## src/logic/bus_port_params.svh

```systemverilog
`ifndef BUS_PORT_PARAMS_SVH
`define BUS_PORT_PARAMS_SVH
`define ADDR_MIN      5'h01
`define ADDR_MAX      5'h1f
`define CMD_GTL       8'h01
`define CMD_SDC       8'h04
`define CMD_LLO       8'h11
`define CMD_DCL       8'h14
`define CMD_SPE       8'h18
`define CMD_SPD       8'h19
`define GRP_LISTEN    3'h1
`define GRP_TALK      3'h2
`define CMD_UNL       8'h3f
`define CMD_UNT       8'h5f
`define CH_STAR       8'h2a
`define CH_QUERY      8'h3f
`define CH_SEMI       8'h3b
`define CH_CR         8'h0d
`define CH_LF         8'h0a
`define CH_SPACE      8'h20
`define MSG_MAX       8'hff
`define BUF_DEPTH     2
`endif

```

## src/logic/bus_port_pkg.sv

```systemverilog
package bus_port_pkg;
    typedef enum logic [1:0] {
        RX_IDLE = 2'b00,
        RX_BODY = 2'b01,
        RX_CR   = 2'b10,
        RX_DROP = 2'b11
    } rx_state_t;
    typedef enum logic [1:0] {
        TX_IDLE = 2'b00,
        TX_POLL = 2'b01,
        TX_RESP = 2'b10
    } tx_state_t;
endpackage

```

## src/logic/instrument_bus_remote_port.sv

```systemverilog
`timescale 1ns/1ps
`include "bus_port_params.svh"
module instrument_bus_remote_port
    import bus_port_pkg::*;
(
    input  wire logic       clk,            // 200 mhz clock
    input  wire logic       reset,          // async, active high
    input  wire logic [4:0] cfg_addr,       // front-panel bus address
    input  wire logic       cfg_addr_set,   // address has been configured
    input  wire logic       port_select,    // 1: this port is the remote interface
    input  wire logic       key_remote,     // remote/local key, one-cycle press
    input  wire logic       key_valid,      // keypad event
    input  wire logic [7:0] key_code,       // keypad code
    input  wire logic       ren,            // remote enable line, active high
    input  wire logic       ifc,            // interface clear line, active high
    input  wire logic       atn_n,          // attention, active low
    input  wire logic       rx_valid,       // byte from acceptor handshake
    input  wire logic [7:0] rx_data,        // received byte
    input  wire logic       rx_eoi,         // end flag with byte
    output logic            rx_ready,       // byte accepted
    input  wire logic       srq_req,        // status system wants service
    input  wire logic [7:0] status_byte,    // status byte for polling
    output logic            srq_o,          // service request drive
    output logic            srq_oe,         // service request enable
    output logic            remote_led,     // remote lamp
    output logic            lockout,        // front panel locked out
    output logic            keypad_valid,   // keypad event passed on
    output logic [7:0]      keypad_code,    // keypad code passed on
    output logic            cmd_valid,      // complete command ready
    output logic            cmd_common,     // command starts with asterisk
    output logic            cmd_query,      // command is a query
    output logic [7:0]      cmd_len,        // command length in characters
    output logic [7:0]      cmd_wr_data,    // command character
    output logic            cmd_wr,         // command character strobe
    output logic            dev_clear,      // device clear pulse
    input  wire logic       resp_valid,     // response character ready
    input  wire logic [7:0] resp_data,      // response character
    input  wire logic       resp_last,      // last response character
    output logic            resp_ready,     // response character taken
    input  wire logic       tx_ready,       // source handshake ready
    output logic            tx_valid,       // byte to source handshake
    output logic [7:0]      tx_data,        // byte to send
    output logic            tx_eoi          // end flag with byte
);

    // address decode shared by talk and listen groups
    function automatic logic addr_hit(input logic [7:0] b, input logic [2:0] grp,
                                      input logic [4:0] a);
        addr_hit = (b[7:5] == grp) && (b[4:0] == a);
    endfunction

    logic       addr_ok;
    logic       ifc_q_r, ifc_q_nxt;
    // silent until a legal address is set
    assign addr_ok = cfg_addr_set && (cfg_addr >= `ADDR_MIN) && (cfg_addr <= `ADDR_MAX)
                     && port_select;

    // two-entry skid buffer on the receive path
    logic [8:0] buf_r [`BUF_DEPTH];
    logic [8:0] buf_nxt [`BUF_DEPTH];
    logic [1:0] cnt_r, cnt_nxt;
    logic       pop;
    logic [7:0] b_data;
    logic       b_eoi;
    logic       b_atn;
    logic [`BUF_DEPTH-1:0] atn_r, atn_nxt;

    assign b_data = buf_r[0][7:0];
    assign b_eoi  = buf_r[0][8];
    assign b_atn  = atn_r[0];

    // buffer next state; push and pop may share a cycle
    always_comb begin
        buf_nxt = buf_r;
        atn_nxt = atn_r;
        cnt_nxt = cnt_r;
        if (pop) begin
            buf_nxt[0] = buf_r[1];
            atn_nxt[0] = atn_r[1];
            cnt_nxt    = cnt_r - 2'h1;
        end
        if (rx_valid && rx_ready) begin
            buf_nxt[cnt_nxt[0]] = {rx_eoi, rx_data};
            atn_nxt[cnt_nxt[0]] = ~atn_n;
            cnt_nxt             = cnt_nxt + 2'h1;
        end
        if (ifc) begin
            cnt_nxt = 2'h0;
        end
    end

    // interface state
    logic remote_r, remote_nxt, llo_r, llo_nxt, lad_r, lad_nxt, tad_r, tad_nxt;
    logic spe_r, spe_nxt, clr_r, clr_nxt;
    // receive parser
    rx_state_t  rx_r, rx_nxt;
    logic [7:0] len_r, len_nxt;
    logic       star_r, star_nxt, qry_r, qry_nxt, sp_r, sp_nxt;
    logic       cv_r, cv_nxt, cc_r, cc_nxt, cq_r, cq_nxt;
    logic [7:0] cl_r, cl_nxt, cwd_r, cwd_nxt;
    logic       cw_r, cw_nxt;
    logic       pend_r, pend_nxt;
    logic       kv_r, kv_nxt;
    logic [7:0] kc_r, kc_nxt;

    // consume one buffered byte each cycle
    assign pop = (cnt_r != 2'h0) && !ifc;

    // bus commands, addressing, remote/local and the character parser
    always_comb begin
        remote_nxt = remote_r;
        llo_nxt    = llo_r;
        lad_nxt    = lad_r;
        tad_nxt    = tad_r;
        spe_nxt    = spe_r;
        clr_nxt    = 1'b0;
        rx_nxt     = rx_r;
        len_nxt    = len_r;
        star_nxt   = star_r;
        qry_nxt    = qry_r;
        sp_nxt     = sp_r;
        cv_nxt     = 1'b0;
        cc_nxt     = cc_r;
        cq_nxt     = cq_r;
        cl_nxt     = cl_r;
        cw_nxt     = 1'b0;
        cwd_nxt    = cwd_r;
        pend_nxt   = pend_r;
        if (key_remote && !llo_r) begin
            remote_nxt = ~remote_r;
        end
        if (ren && addr_ok && !remote_r) begin
            remote_nxt = 1'b1;
        end
        if (!ren) begin
            llo_nxt = 1'b0;
        end
        if (pop && addr_ok && b_atn) begin
            if (addr_hit(b_data, `GRP_LISTEN, cfg_addr)) begin
                lad_nxt = 1'b1;
                tad_nxt = 1'b0; // unaddressed to talk when told to listen
            end else if (addr_hit(b_data, `GRP_TALK, cfg_addr)) begin
                tad_nxt = 1'b1;
                lad_nxt = 1'b0;
            end else if (b_data[7:5] == `GRP_TALK) begin
                tad_nxt = 1'b0; // another talker takes the bus
            end
            if (b_data == `CMD_UNL) begin
                lad_nxt = 1'b0;
            end
            if (b_data == `CMD_UNT) begin
                tad_nxt = 1'b0;
            end
            if (b_data == `CMD_LLO) begin
                llo_nxt = 1'b1;
            end
            if (b_data == `CMD_SPE) begin
                spe_nxt = 1'b1;
            end
            if (b_data == `CMD_SPD) begin
                spe_nxt = 1'b0;
            end
            if ((b_data == `CMD_DCL) || ((b_data == `CMD_SDC) && lad_r)) begin
                clr_nxt = 1'b1;
                rx_nxt  = RX_IDLE;
                pend_nxt = 1'b0;
            end
            if ((b_data == `CMD_GTL) && lad_r) begin
                remote_nxt = 1'b0;
            end
        end else if (pop && addr_ok && lad_r) begin
            // device data only while addressed to listen
            cw_nxt  = (b_data != `CH_SEMI) && (b_data != `CH_CR) && (b_data != `CH_LF);
            cwd_nxt = b_data;
            unique case (rx_r)
                RX_IDLE, RX_BODY: begin
                    if (rx_r == RX_IDLE) begin
                        star_nxt = (b_data == `CH_STAR);
                        qry_nxt  = 1'b0;
                        sp_nxt   = 1'b0;
                        len_nxt  = 8'h00;
                    end
                    if (b_data == `CH_CR) begin
                        rx_nxt = RX_CR;
                    end else if ((b_data == `CH_SEMI) || b_eoi) begin
                        // separator or end flag closes one command
                        cv_nxt  = 1'b1;
                        cc_nxt  = star_nxt;
                        cq_nxt  = qry_nxt;
                        cl_nxt  = len_nxt + ((b_data == `CH_SEMI) ? 8'h00 : 8'h01);
                        rx_nxt  = RX_IDLE;
                        if (qry_nxt) begin
                            pend_nxt = 1'b1;
                        end
                    end else if (len_nxt == `MSG_MAX) begin
                        rx_nxt = RX_DROP; // over-length
                    end else begin
                        len_nxt = len_nxt + 8'h01;
                        rx_nxt  = RX_BODY;
                        if (b_data == `CH_SPACE) begin
                            sp_nxt = 1'b1;
                        end else if (!sp_nxt) begin
                            qry_nxt = (b_data == `CH_QUERY); // mnemonic tail
                        end
                    end
                end
                RX_CR: begin
                    if (b_data == `CH_LF) begin
                        cv_nxt = 1'b1;
                        cc_nxt = star_r;
                        cq_nxt = qry_r;
                        cl_nxt = len_r;
                        pend_nxt = qry_r ? 1'b1 : pend_r;
                    end
                    rx_nxt = RX_IDLE;
                end
                RX_DROP: begin
                    if ((b_data == `CH_LF) || b_eoi) begin
                        rx_nxt = RX_IDLE;
                    end
                end
            endcase
        end
        if (ifc) begin
            lad_nxt = 1'b0;
            tad_nxt = 1'b0;
            spe_nxt = 1'b0;
            rx_nxt  = RX_IDLE;
        end
    end

    // keypad gating in remote or lockout
    always_comb begin
        kv_nxt = key_valid && !remote_r && !llo_r;
        kc_nxt = key_code;
    end

    // talker: poll byte or prepared response
    tx_state_t  tx_r, tx_nxt;
    logic       tv_r, tv_nxt, te_r, te_nxt, rr_r, rr_nxt;
    logic [7:0] td_r, td_nxt;
    logic       talk_ok;
    assign talk_ok = tad_r && atn_n && addr_ok && !ifc;

    always_comb begin
        tx_nxt = tx_r;
        tv_nxt = tv_r;
        td_nxt = td_r;
        te_nxt = te_r;
        rr_nxt = 1'b0;
        if (tv_r && tx_ready) begin
            tv_nxt = 1'b0;
        end
        unique case (tx_r)
            TX_IDLE: begin
                if (talk_ok && spe_r && !tv_r) begin
                    tx_nxt = TX_POLL;
                    tv_nxt = 1'b1;
                    td_nxt = status_byte;
                    te_nxt = 1'b0;
                end else if (talk_ok && pend_r && resp_valid && !tv_r && !rr_r) begin
                    tx_nxt = TX_RESP;
                end
            end
            TX_POLL: begin
                if (!spe_r || !talk_ok) begin
                    tx_nxt = TX_IDLE;
                end
            end
            TX_RESP: begin
                if (!talk_ok) begin
                    tx_nxt = TX_IDLE;
                    tv_nxt = 1'b0;
                end else if (!tv_nxt && resp_valid && !rr_r) begin
                    tv_nxt = 1'b1;
                    td_nxt = resp_data;
                    te_nxt = resp_last;
                    rr_nxt = 1'b1;
                    if (resp_last) begin
                        tx_nxt = TX_IDLE;
                    end
                end
            end
            default: tx_nxt = TX_IDLE;
        endcase
        if (ifc) begin
            tv_nxt = 1'b0;
        end
    end

    logic pend_fin;
    // response consumed clears pending, a new query wins over the clear
    assign pend_fin = (rr_r && te_r && !(cv_nxt && cq_nxt)) ? 1'b0 : pend_nxt;

    always_ff @(posedge clk or posedge reset) begin
        if (reset) begin
            buf_r    <= '{default: 9'h000};
            atn_r    <= '0;
            cnt_r    <= 2'h0;
            remote_r <= 1'b0;
            llo_r    <= 1'b0;
            lad_r    <= 1'b0;
            tad_r    <= 1'b0;
            spe_r    <= 1'b0;
            clr_r    <= 1'b0;
            rx_r     <= RX_IDLE;
            len_r    <= 8'h00;
            star_r   <= 1'b0;
            qry_r    <= 1'b0;
            sp_r     <= 1'b0;
            cv_r     <= 1'b0;
            cc_r     <= 1'b0;
            cq_r     <= 1'b0;
            cl_r     <= 8'h00;
            cw_r     <= 1'b0;
            cwd_r    <= 8'h00;
            pend_r   <= 1'b0;
            kv_r     <= 1'b0;
            kc_r     <= 8'h00;
            tx_r     <= TX_IDLE;
            tv_r     <= 1'b0;
            td_r     <= 8'h00;
            te_r     <= 1'b0;
            rr_r     <= 1'b0;
            rx_ready <= 1'b0;
            srq_o    <= 1'b0;
            srq_oe   <= 1'b0;
        end else begin
            buf_r    <= buf_nxt;
            atn_r    <= atn_nxt;
            cnt_r    <= cnt_nxt;
            remote_r <= remote_nxt;
            llo_r    <= llo_nxt;
            lad_r    <= lad_nxt;
            tad_r    <= tad_nxt;
            spe_r    <= spe_nxt;
            clr_r    <= clr_nxt;
            rx_r     <= rx_nxt;
            len_r    <= len_nxt;
            star_r   <= star_nxt;
            qry_r    <= qry_nxt;
            sp_r     <= sp_nxt;
            cv_r     <= cv_nxt;
            cc_r     <= cc_nxt;
            cq_r     <= cq_nxt;
            cl_r     <= cl_nxt;
            cw_r     <= cw_nxt;
            cwd_r    <= cwd_nxt;
            pend_r   <= pend_fin;
            kv_r     <= kv_nxt;
            kc_r     <= kc_nxt;
            tx_r     <= tx_nxt;
            tv_r     <= tv_nxt;
            td_r     <= td_nxt;
            te_r     <= te_nxt;
            rr_r     <= rr_nxt;
            // ready only with a free slot after this cycle's pop
            rx_ready <= (cnt_nxt < 2'h2) && !(rx_valid && rx_ready && cnt_nxt == 2'h1);
            srq_o    <= 1'b0; // pull low when enabled, open collector
            srq_oe   <= srq_req && addr_ok;
        end
    end

    assign remote_led   = remote_r;
    assign lockout      = llo_r;
    assign keypad_valid = kv_r;
    assign keypad_code  = kc_r;
    assign cmd_valid    = cv_r;
    assign cmd_common   = cc_r;
    assign cmd_query    = cq_r;
    assign cmd_len      = cl_r;
    assign cmd_wr       = cw_r;
    assign cmd_wr_data  = cwd_r;
    assign dev_clear    = clr_r;
    assign resp_ready   = rr_r;
    assign tx_valid     = tv_r;
    assign tx_data      = td_r;
    assign tx_eoi       = te_r;

endmodule

```

## config.mk

```make
export PLATFORM = sky130hd
export DESIGN_NAME = instrument_bus_remote_port
export DESIGN_NICKNAME = d
export VERILOG_FILES = /design/src/logic/bus_port_pkg.sv /design/src/logic/instrument_bus_remote_port.sv
export VERILOG_INCLUDE_DIRS = /design/src /design/src/logic
export SDC_FILE = /design/constraint.sdc
export NUM_CORES = 1
export LEC_CHECK = 0
export BUFFER_PORTS_ARGS = -buffer_cell sky130_fd_sc_hd__buf_2
export CAP_MARGIN = 20
export CORE_MARGIN = 4
export CORE_UTILIZATION = 54
export CTS_BUF_LIST = sky130_fd_sc_hd__clkbuf_4 sky130_fd_sc_hd__clkbuf_8 sky130_fd_sc_hd__clkbuf_16
export DETAILED_ROUTE_END_ITERATION = 12
export GPL_TIMING_DRIVEN = 0
export PLACE_DENSITY = 0.8
export SYNTH_ARGS = -nofsm -noshare
export SYNTH_HDL_FRONTEND = slang
export SYNTH_SLANG_ARGS = --single-unit
```

## constraint.sdc

```tcl
create_clock -name clk -period 3.2 [get_ports clk]
set_clock_uncertainty 0.2 [all_clocks]
set_input_delay 0.16 -clock clk [delete_from_list [all_inputs] [get_ports clk]]
set_output_delay 0.16 -clock clk [all_outputs]
set_load 0.02 [all_outputs]
```

==> metrics.md, run 1 <==
| Metric | Value |
|---|---|
| Gate Count Post-Synth | `429` |
| Routed WL | `11020 um` |
| Fin Setup TNS | `0 ns` |
| Ant diodes | `0` |
| Number of distinct library cells after synthesis | `57` |
| Core area | `7727 um^2` |
| DRC viols | `0` |
| Total global-route track usage | `0.2456` |
| Unrepaired setup endpoints after global routing | `false` |
| Prevailing post-synth register cell | `dfrtp_1` |
| Pint | `0.002032 W` |
| Fillers | `560` |
| Net switching power | `0.001072 W` |
| CP max stage cell | `or4_4` |
| Final GP Congestion | `0.8818` |
| Leak | `2.532 nW` |
| Rows | `32` |
| Later-pin clock latency in the skew report | `0.37 ns` |
| Syn avg cell area | `9.963 um^2` |
| First-pass GRT wire length | `18880 um` |
| Peak Freq | `330.9 MHz` |
| Crit path required time | `3.25 ns` |
| Vias in the first global route | `4034` |
| Post-DP HPWL | `7236 um` |
| Crit path DAT | `3.07 ns` |
| Min-Delay Path Depth | `4` |
| Max_slew headroom | `0.5297` |
| Syn nets | `486` |
| Hold WC Path Type | `in -> reg` |
| Vias per std cell | `5.706` |
| Slew Limit Fails | `0` |
| Crit path kind | `reg -> reg` |
| Post-layout min period | `3.022 ns` |
| Pre-CTS setup slack | `-0.2808 ns` |
| Io pins | `98` |
| Clock transition at path regs | `0.10 ns` |
| Total global routing overflow | `0` |
| Clk network pwr share | `0.248` |
| PortBufs | `96` |
| Final setup vio count | `0` |
| Starting density of the core | `0.5531` |
| EDFF count, synth | `0` |
| Fin. Hold Viols | `0` |
| Crit path depth | `10` |
| Clock sink total | `86` |
| Net Sw Frac | `0.3453` |
| CTS max path bufs | `2` |
| Final nets | `633` |
| Sequential cell area fraction in the yosys report | `0.5035` |
| Mapped Area | `4274 um^2` |
| Comb pwr share | `0.314` |
| CP delay by family, top | `simple AND/OR/NAND/NOR gates` |
| First-pass detailed-route iteration total | `5` |
| Vias | `3897` |
| Final WS setup | `0.1782 ns` |
| Root Driver | `clkbuf_8` |
| Status | `finished, final reports clean` |
| 1st-iter DRT viols | `190` |
| CP Launch Type | `register` |
| Most common cell after layout, fill and taps aside | `buf_2` |
| Max-cap violations | `0` |
| Pwr/cell area | `559.6 nW/um^2` |
| Overall power | `0.003103 W` |
| R2R depth | `10` |
| Crit path largest cell delay | `0.49 ns` |
| P&R area growth vs syn | `29.74%` |
| CP max FO | `10` |
| Post-synth top area cell | `dfrtp_1` |
| Final antenna-violating net count | `0` |
| Layout cell share with drive strength beyond 1 | `0.2496` |
| Most frequent cells in the layout | `buf_2 (101), dfrtp_1 (86), dlygate4sd3_1 (40)` |
| DIE AREA | `9402 um^2` |
| DR WL/cell | `16.14 um` |
| Worst path bufs/invs | `1` |
| CTS Buf Count | `9` |
| Reg power frac | `0.438` |
| Final Cell Area | `5545 um^2` |
| Die W | `96.97 um` |
| Crit-path cells | `clkbuf_1, or2_4, and2_1, ha_1, o2111ai_1, nor3_2, or4_4, a221oi_2, o21ai_0, a22o_1` |
| Ys Warns | `0` |
| Final period utilization | `0.9443` |
| CTS tree | `built` |
| Initial antenna violation count | `0` |
| Die Ht | `96.97 um` |
| Yosys top cell area share | `0.5035` |
| Post-synthesis async set-or-reset flop share | `1.000` |
| Largest net degree at the start of global routing | `59` |
| Ranking of synthesized cells by area | `dfrtp_1 (50%), mux2i_1 (5.4%), mux2_2 (4.0%)` |
| Least-Margin Pin Slew | `0.7001 ns` |
| Yosys reg bits | `86` |
| H-Tree Depth | `3` |
| Crit. End Element | `register` |
| Post-DP Area | `4912 um^2` |
| Peak supply drop | `0.0004370 V` |
## metrics by stage
stage | hold WS, ns | std cells | utilization
after floorplan | -0.008570 | 429 | -
final | 0.02697 | 683 | 0.7176
after detailed placement | -0.02000 | 628 | 0.6357
after global placement | 0.06781 | 627 | 0.6318
after global routing | 0.01322 | 683 | 0.7176
after CTS | 0.01423 | 683 | 0.7166
## cells by family (layout without fill, tap and decap cells)
family,count (synthesis),after routing,synth area share
buf+inv,44,196,0.04186
fa+ha+maj,5,5,0.01464
mux,38,38,0.09338
flops,86,86,0.5035
other cells,1,1,0.0008774
compound gates,91,91,0.1347
xor+xnor,11,11,0.02254
simple gates,153,153,0.1885
## metal layers
| metal | vias up | wire [um] | GRT usage |
|---|---|---|---|
| li1 | 1815 | - | - |
| met1 | 1893 | 4342 | 0.2912 |
| met2 | 158 | 5690 | 0.4273 |
| met3 | 31 | 669 | 0.05407 |
| met4 | 0 | 322 | 0.1069 |
| met5 | - | 0 | 0 |
## tightest hold or removal path, delay by kind of cell
family	cells	cell delay (ns)
AOI/OAI and AO/OA	2	0.17
and+or+nand+nor	1	0.16
buffers and inverters	1	0.07
## cell type report
type                            count  area [um^2]  area share
Buffer                             28        118.9     0.02144
Clock buffer                        9        123.9     0.02234
Clock inverter                      7        75.07     0.01354
Inverter                           15        58.81     0.01060
Multi-Input combinational cell    299         1981      0.3572
Sequential cell                    86         2152      0.3881
Tap cell                          102        127.6     0.02301
Timing Repair Buffer              137        908.4      0.1638
## what timing repair did
| action | in CTS | in global routing |
|---|---|---|
| pin swaps | 1 | 1 |
| cloned | 0 | 0 |
| endpoints found under the hold margin | 128 | 0 |
| setup buffers | 0 | 0 |
| hold buffers | 40 | 0 |
| endpoints found under the setup margin | 5 | 8 |
| resized for setup | 5 | 2 |
## registers in the layout, summed over array words and instances (netlist names), 2 cells and up
name,count
len_r,8
b_data,8
tx_r,2
atn_r,2
tx_data,8
cmd_wr_data,8
cmd_len,8
cnt_r,2
buf_r,9
rx_r,2
keypad_code,8
## path summary, 6_finish.rpt
check                                        from                       end  slack (ns)
max in group asynchronous                   reset        cnt_r[1]$_DFF_PP0_        2.05
hold reg to reg            tx_data[5]$_DFFE_PP0P_    tx_data[5]$_DFFE_PP0P_        0.29
setup reg to reg              rx_r[0]$_DFFE_PP0P_         qry_r$_DFFE_PP0P_        0.18
min in group asynchronous                   reset  keypad_code[7]$_DFF_PP0_        0.13
setup / recovery              rx_r[0]$_DFFE_PP0P_         qry_r$_DFFE_PP0P_        0.18
hold / removal                         key_remote      remote_led$_DFF_PP0_        0.03
## power by group through the flow
stage	Sequential [W]	Clock (W)	Combinational, W
after CTS	0.00136	0.000781	0.000956
after detailed placement	0.00138	0	0.000900
final	0.00136	0.000769	0.000975
after floorplan	0.00136	0	0.000677
after global placement	0.00136	0	0.000859
after global routing	0.00138	0.000832	0.00108
## synth_stat cells (all sizes together) (4+ instances only)
cell    count
nand2      38
o21ai      25
nand3      15
nand4       6
nor4        6
nor3b       4
dfrtp      86
ha          5
nor2b       8
nand2b      5
buf         9
xnor2       7
mux2i      23
xor2        4
mux2       15
a31oi       8
nor3       10
a21oi      27
or3         4
inv        15
clkbuf     20
and3        5
and2        6
nor2       31
Power figures use the tool's default switching activity.
==> inputs of run 2 (changes only) <==
--- a/config.mk
+++ b/config.mk
@@ -6,14 +6,14 @@
 export SDC_FILE = /design/constraint.sdc
 export NUM_CORES = 1
 export LEC_CHECK = 0
-export BUFFER_PORTS_ARGS = -buffer_cell sky130_fd_sc_hd__buf_2
+export BUFFER_PORTS_ARGS = -buffer_cell sky130_fd_sc_hd__buf_4
 export CAP_MARGIN = 20
 export CORE_MARGIN = 4
 export CORE_UTILIZATION = 54
 export CTS_BUF_LIST = sky130_fd_sc_hd__clkbuf_4 sky130_fd_sc_hd__clkbuf_8 sky130_fd_sc_hd__clkbuf_16
 export DETAILED_ROUTE_END_ITERATION = 12
 export GPL_TIMING_DRIVEN = 0
-export PLACE_DENSITY = 0.8
+export PLACE_DENSITY = 0.91
 export SYNTH_ARGS = -nofsm -noshare
 export SYNTH_HDL_FRONTEND = slang
 export SYNTH_SLANG_ARGS = --single-unit
==> run 2 against run 1 <==
Compared with the run above:
- via count increased by 2.8%
- final area is 4.3% higher
- sequential power hardly changed
- critical path depth unchanged
- largest cell class unchanged
- highest routed layer unchanged
==> metrics.md, run 2 (synthesized netlist as in run 1, its figures left out) <==
| Metric | Value |
|---|---|
| Rows | `32` |
| Vias | `4006` |
| Unrepaired setup endpoints after global routing | `false` |
| PortBufs | `96` |
| First-pass detailed-route iteration total | `5` |
| Final GP Congestion | `0.8414` |
| Die Ht | `96.97 um` |
| Biggest register | `buf_r` |
| Vias in the first global route | `4107` |
| DRC viols | `0` |
| Routed WL | `11670 um` |
| Pwr/cell area | `555.8 nW/um^2` |
| Final setup vio count | `0` |
| Total global routing overflow | `0` |
| Final antenna-violating net count | `0` |
| R2R depth | `10` |
| Ant diodes | `0` |
| Clock transition at path regs | `0.10 ns` |
| Final period utilization | `0.9894` |
| Overall power | `0.003215 W` |
| Slew Limit Fails | `0` |
| Io pins | `98` |
| Final nets | `633` |
| Core area | `7727 um^2` |
| Max_slew headroom | `0.5131` |
| Status | `finished, final reports clean` |
| Initial antenna violation count | `0` |
| Post-layout min period | `3.166 ns` |
| Least-Margin Pin Slew | `0.7303 ns` |
| DIE AREA | `9402 um^2` |
| Post-Route Utilization | `0.7485` |
| Most common cell after layout, fill and taps aside | `buf_4` |
| 1st-iter DRT viols | `274` |
| Crit. End Element | `register` |
| Later-pin clock latency in the skew report | `0.37 ns` |
| CTS tree | `built` |
| Fillers | `500` |
| Leak | `2.590 nW` |
| Crit path DAT | `3.24 ns` |
| Largest net degree at the start of global routing | `51` |
| Vias per std cell | `5.865` |
| Crit path kind | `reg -> reg` |
| Crit path required time | `3.28 ns` |
| DR WL/cell | `17.08 um` |
| Min-Delay Path Depth | `3` |
| Die W | `96.97 um` |
| Peak Freq | `315.9 MHz` |
| P&R area growth vs syn | `35.33%` |
| Max reg flops | `9` |
| Root Driver | `clkbuf_8` |
| Postcts setup bufs | `0` |
| Layout cell share with drive strength beyond 1 | `0.2513` |
| Total global-route track usage | `0.2530` |
| H-Tree Depth | `3` |
| Hold WC Path Type | `in -> reg` |
| Fin. Hold Viols | `0` |
| Clock sink total | `86` |
| CTS Buf Count | `9` |
| Peak supply drop | `0.0004529 V` |
| First-pass GRT wire length | `19630 um` |
| CP Launch Type | `register` |
| Post-DP HPWL | `7719 um` |
| CTS max path bufs | `2` |
| Most frequent cells in the layout | `buf_4 (98), dfrtp_1 (86), dlygate4sd3_1 (40)` |
| Starting density of the core | `0.5531` |
| Max-cap violations | `0` |
| CP max FO | `10` |
-- run 2: repair_timing --
action | in CTS | in global routing
pin swaps | 0 | 0
setup endpoints to repair | 7 | 6
hold buffers | 40 | 0
hold endpoints to repair | 78 | 0
resized for setup | 3 | 4
-- run 2: per-layer routing --
layer  routed length (um)  global-route usage  up-vias
met5                    0                   0        -
met4                  287              0.1015        0
met3                  783             0.05624       31
met2                 6049              0.4390      177
met1                 4544              0.3047     1970
li1                     -                   -     1828
-- run 2: final timing paths --
kind,start,end,slack (ns)
setup / recovery,cnt_r[0]$_DFF_PP0_,len_r[3]$_DFFE_PP0P_,0.03
hold / removal,ifc,resp_ready$_DFF_PP0_,0.04
setup reg to reg,cnt_r[0]$_DFF_PP0_,len_r[3]$_DFFE_PP0P_,0.03
hold reg to reg,cmd_wr_data[2]$_DFFE_PP0P_,cmd_wr_data[2]$_DFFE_PP0P_,0.29
max in group asynchronous,reset,rx_ready$_DFF_PP0_,2.01
min in group asynchronous,reset,cmd_wr_data[5]$_DFFE_PP0P_,0.18
-- run 2: through the flow --
step	TNS (ns)	hold slack (ns)	setup slack [ns]	cells	area (um^2)
finish	0	0.03963	0.03407	683	5784
global route	0	0.05248	0.004634	683	5784
CTS	0	0.03480	0.03123	683	5768
detailed placement	-0.3756	0.03196	-0.1605	628	5152
global placement	-30.66	0.06972	-0.3550	627	5122
floorplan	0	-0.008570	0.2469	429	4274
-- run 2: area by class of cell --
cell class	instances	area, um^2	share of cell area
repair buffers	137	1149	0.1986
inverters	15	58.81	0.01017
flip-flops and latches	86	2152	0.3721
plain buffers	28	118.9	0.02055
well taps	102	127.6	0.02206
clock inverters	7	80.08	0.01384
multi-input cells	299	1974	0.3413
clock buffers	9	123.9	0.02141
-- run 2: worst max-delay path: stages (launching register included) --
cell,delay [ns]
dfrtp_1,0.43
inv_1,0.10
ha_1,0.20
clkbuf_1,0.17
nor4b_1,0.43
o211ai_1,0.37
or3_1,0.44
buf_2,0.20
nor2_2,0.24
a21oi_1,0.10
a31oi_1,0.20
-- run 2: power breakdown --
| part | internal (W) | switching [W] | leakage [nW] |
|---|---|---|---|
| Combinational | 0.000445 | 0.000588 | 1.39 |
| Clock | 0.000370 | 0.000438 | 0.0968 |
| Sequential | 0.00125 | 0.000128 | 1.10 |
| Total | 0.00206 | 0.00115 | 2.59 |
==> inputs of run 3 (changes only) <==
--- a/config.mk
+++ b/config.mk
@@ -9,11 +9,11 @@
 export BUFFER_PORTS_ARGS = -buffer_cell sky130_fd_sc_hd__buf_4
 export CAP_MARGIN = 20
 export CORE_MARGIN = 4
-export CORE_UTILIZATION = 54
-export CTS_BUF_LIST = sky130_fd_sc_hd__clkbuf_4 sky130_fd_sc_hd__clkbuf_8 sky130_fd_sc_hd__clkbuf_16
+export CORE_UTILIZATION = 56
+export CTS_BUF_LIST = sky130_fd_sc_hd__clkbuf_2 sky130_fd_sc_hd__clkbuf_4 sky130_fd_sc_hd__clkbuf_8
 export DETAILED_ROUTE_END_ITERATION = 12
 export GPL_TIMING_DRIVEN = 0
-export PLACE_DENSITY = 0.91
+export PLACE_DENSITY = 0.93
 export SYNTH_ARGS = -nofsm -noshare
 export SYNTH_HDL_FRONTEND = slang
 export SYNTH_SLANG_ARGS = --single-unit
==> run 3 against run 2 <==
Compared with the run above:
- critical path depth is the same
- global-route usage grew 1.2 points
- clock power grew 8.9%
- maximum frequency grew 6.6%
- die area shrank 3.3%
- largest cell class unchanged
- highest routed layer unchanged
- utilization grew 4.2 points
- sequential share of layout area shrank 0.064 points
- sequential power is essentially flat
- final area grew 0.17%
- worst hold slack lost 0.0051 ns
- flip-flop and latch count is the same
- non-clock buffer count grew 1
==> metrics.md, run 3 (synthesized netlist as in run 1, its figures left out) <==
| Metric | Value |
|---|---|
| Fin. Hold Viols | `0` |
| Initial antenna violation count | `0` |
| H-Tree Depth | `3` |
| Crit path DAT | `3.05 ns` |
| 1st-iter DRT viols | `327` |
| First-pass detailed-route iteration total | `5` |
| Placed cell count | `625` |
| Crit-path cells | `clkbuf_1, or2_4, and2_1, ha_1, o2111ai_1, nor3_1, or4_4, nor2_1, a21oi_1, a31oi_1` |
| CTS Buf Count | `9` |
| Fillers | `438` |
| P&R area growth vs syn | `35.57%` |
| Most frequent cells in the layout | `buf_4 (99), dfrtp_1 (86), dlygate4sd3_1 (39)` |
| Crit path required time | `3.28 ns` |
| DR WL/cell | `17.03 um` |
| Pwr/cell area | `564.4 nW/um^2` |
| Final period utilization | `0.9279` |
| Leak | `2.608 nW` |
| Final nets | `634` |
| Max-cap violations | `0` |
| Layout cell share with drive strength beyond 1 | `0.2491` |
| WL met3 | `833 um` |
| Starting density of the core | `0.5830` |
| Routed WL | `11600 um` |
| Worst r2r src | `rx_r[0]$_DFFE_PP0P_` |
| Hold WC Path Type | `in -> reg` |
| Setup crit start | `rx_r[0]$_DFFE_PP0P_` |
| Clock transition at path regs | `0.10 ns` |
| First-pass GRT wire length | `18870 um` |
| Rows | `31` |
| Vias in the first global route | `3928` |
| Ant diodes | `0` |
| Crit path kind | `reg -> reg` |
| Final antenna-violating net count | `0` |
| Vias per std cell | `5.811` |
| Crit path largest cell delay | `0.48 ns` |
| Root Driver | `clkbuf_8` |
| CP Launch Type | `register` |
| Final hold slack | `0.03454 ns` |
| Io pins | `98` |
| CP max FO | `10` |
| Least-Margin Pin Slew | `0.7032 ns` |
| PortBufs | `96` |
| Die W | `95.37 um` |
| Peak Freq | `336.8 MHz` |
| Unrepaired setup endpoints after global routing | `true` |
| Largest net degree at the start of global routing | `45` |
| Clock sink total | `86` |
| Die Ht | `95.37 um` |
| Slew Limit Fails | `0` |
| HP Start | `tx_ready` |
| CP max stage cell | `or4_4` |
| Crit. End Element | `register` |
| Final setup vio count | `0` |
| DIE AREA | `9094 um^2` |
| M1 WL | `4568 um` |
| CTS tree | `built` |
| Core area | `7331 um^2` |
| Vias | `3957` |
| Peak supply drop | `0.0004805 V` |
| Top routing layer in use | `met4` |
| DRC viols | `0` |
| Layout Cells excl Fill | `681` |
| Later-pin clock latency in the skew report | `0.36 ns` |
| Biggest register | `buf_r` |
| FF/Latch Area | `2152 um^2` |
| Post-layout min period | `2.969 ns` |
| Max_slew headroom | `0.5312` |
| Max reg flops | `9` |
| Post-DP HPWL | `7833 um` |
| CTS max path bufs | `2` |
| Total global routing overflow | `0` |
| Final GP Congestion | `0.8732` |
| Routed wl met2 | `5957 um` |
| Most common cell after layout, fill and taps aside | `buf_4` |
| Total global-route track usage | `0.2647` |
| Area of the multi-input gates | `1962 um^2` |
| Status | `finished, final reports clean` |
## run 3: changes by cell type in the layout (fill, tap and decap cells not counted), moves of 2 or more
| cell | previous run | this run |
|---|---|---|
| inv_6 | 3 | 0 |
| clkbuf_8 | 9 | 11 |
| nor3_1 | 8 | 10 |
| nor3_2 | 2 | 0 |
## run 3: final cells by class
type / count / share of cell area
Sequential cell: 86 / 0.3714
Clock inverter: 5 / 0.01404
Timing Repair Buffer: 138 / 0.1978
Clock buffer: 11 / 0.02613
Buffer: 28 / 0.02051
Multi-Input combinational cell: 299 / 0.3386
Tap cell: 99 / 0.02138
Inverter: 15 / 0.01015
## run 3: where the power goes
group	switching (W)	leakage (nW)	internal [W]
combinational	0.000575	1.39	0.000446
clock	0.000399	0.116	0.000482
sequential	0.000123	1.10	0.00125
## run 3: what timing repair did
item,4_1_cts,5_1_grt
hold endpoints to repair,84,0
resized for setup,2,2
pin swaps,0,1
hold buffers,39,0
setup endpoints to repair,5,5
setup buffers,0,1
## run 3: worst max-delay path, delay by kind of cell (launching register included)
family                   cells  cell delay (ns)
flip-flops                   1             0.37
AO/OA/AOI/OAI                3             0.40
adder cells (fa/ha/maj)      1             0.23
AND/OR/NAND/NOR              5             1.49
buffers and inverters        1             0.19
## run 3: path summary, 6_finish.rpt
check	slack, ns	cells past startpoint	end
setup / recovery	0.23	10	len_r[3]$_DFFE_PP0P_
hold / removal	0.03	3	tx_valid$_DFF_PP0_
setup reg to reg	0.23	10	len_r[3]$_DFFE_PP0P_
hold reg to reg	0.31	2	tx_data[1]$_DFFE_PP0P_
max in group asynchronous	1.94	4	tad_r$_DFFE_PP0P_
min in group asynchronous	0.24	3	keypad_code[3]$_DFF_PP0_
## run 3: metrics by stage
step                      setup TNS [ns]  setup WS [ns]  power [W]  utilization  instance area, um^2
after floorplan                        0         0.2469   0.002035            -                 4274
after global placement            -26.68        -0.3121   0.002235       0.6982                 5119
after detailed placement         -0.4262        -0.2219   0.002303       0.7013                 5141
after CTS                              0        0.03796   0.003218       0.7872                 5771
after global routing           -0.008708      -0.006884   0.003428       0.7904                 5794
final                                  0         0.2306   0.003270       0.7904                 5794
## run 3: layer usage
layer | vias to the layer above | track usage
li1 | 1815 | -
met1 | 1904 | 0.3268
met2 | 209 | 0.4665
met3 | 29 | 0.04893
met4 | 0 | 0.08654
met5 | - | 0
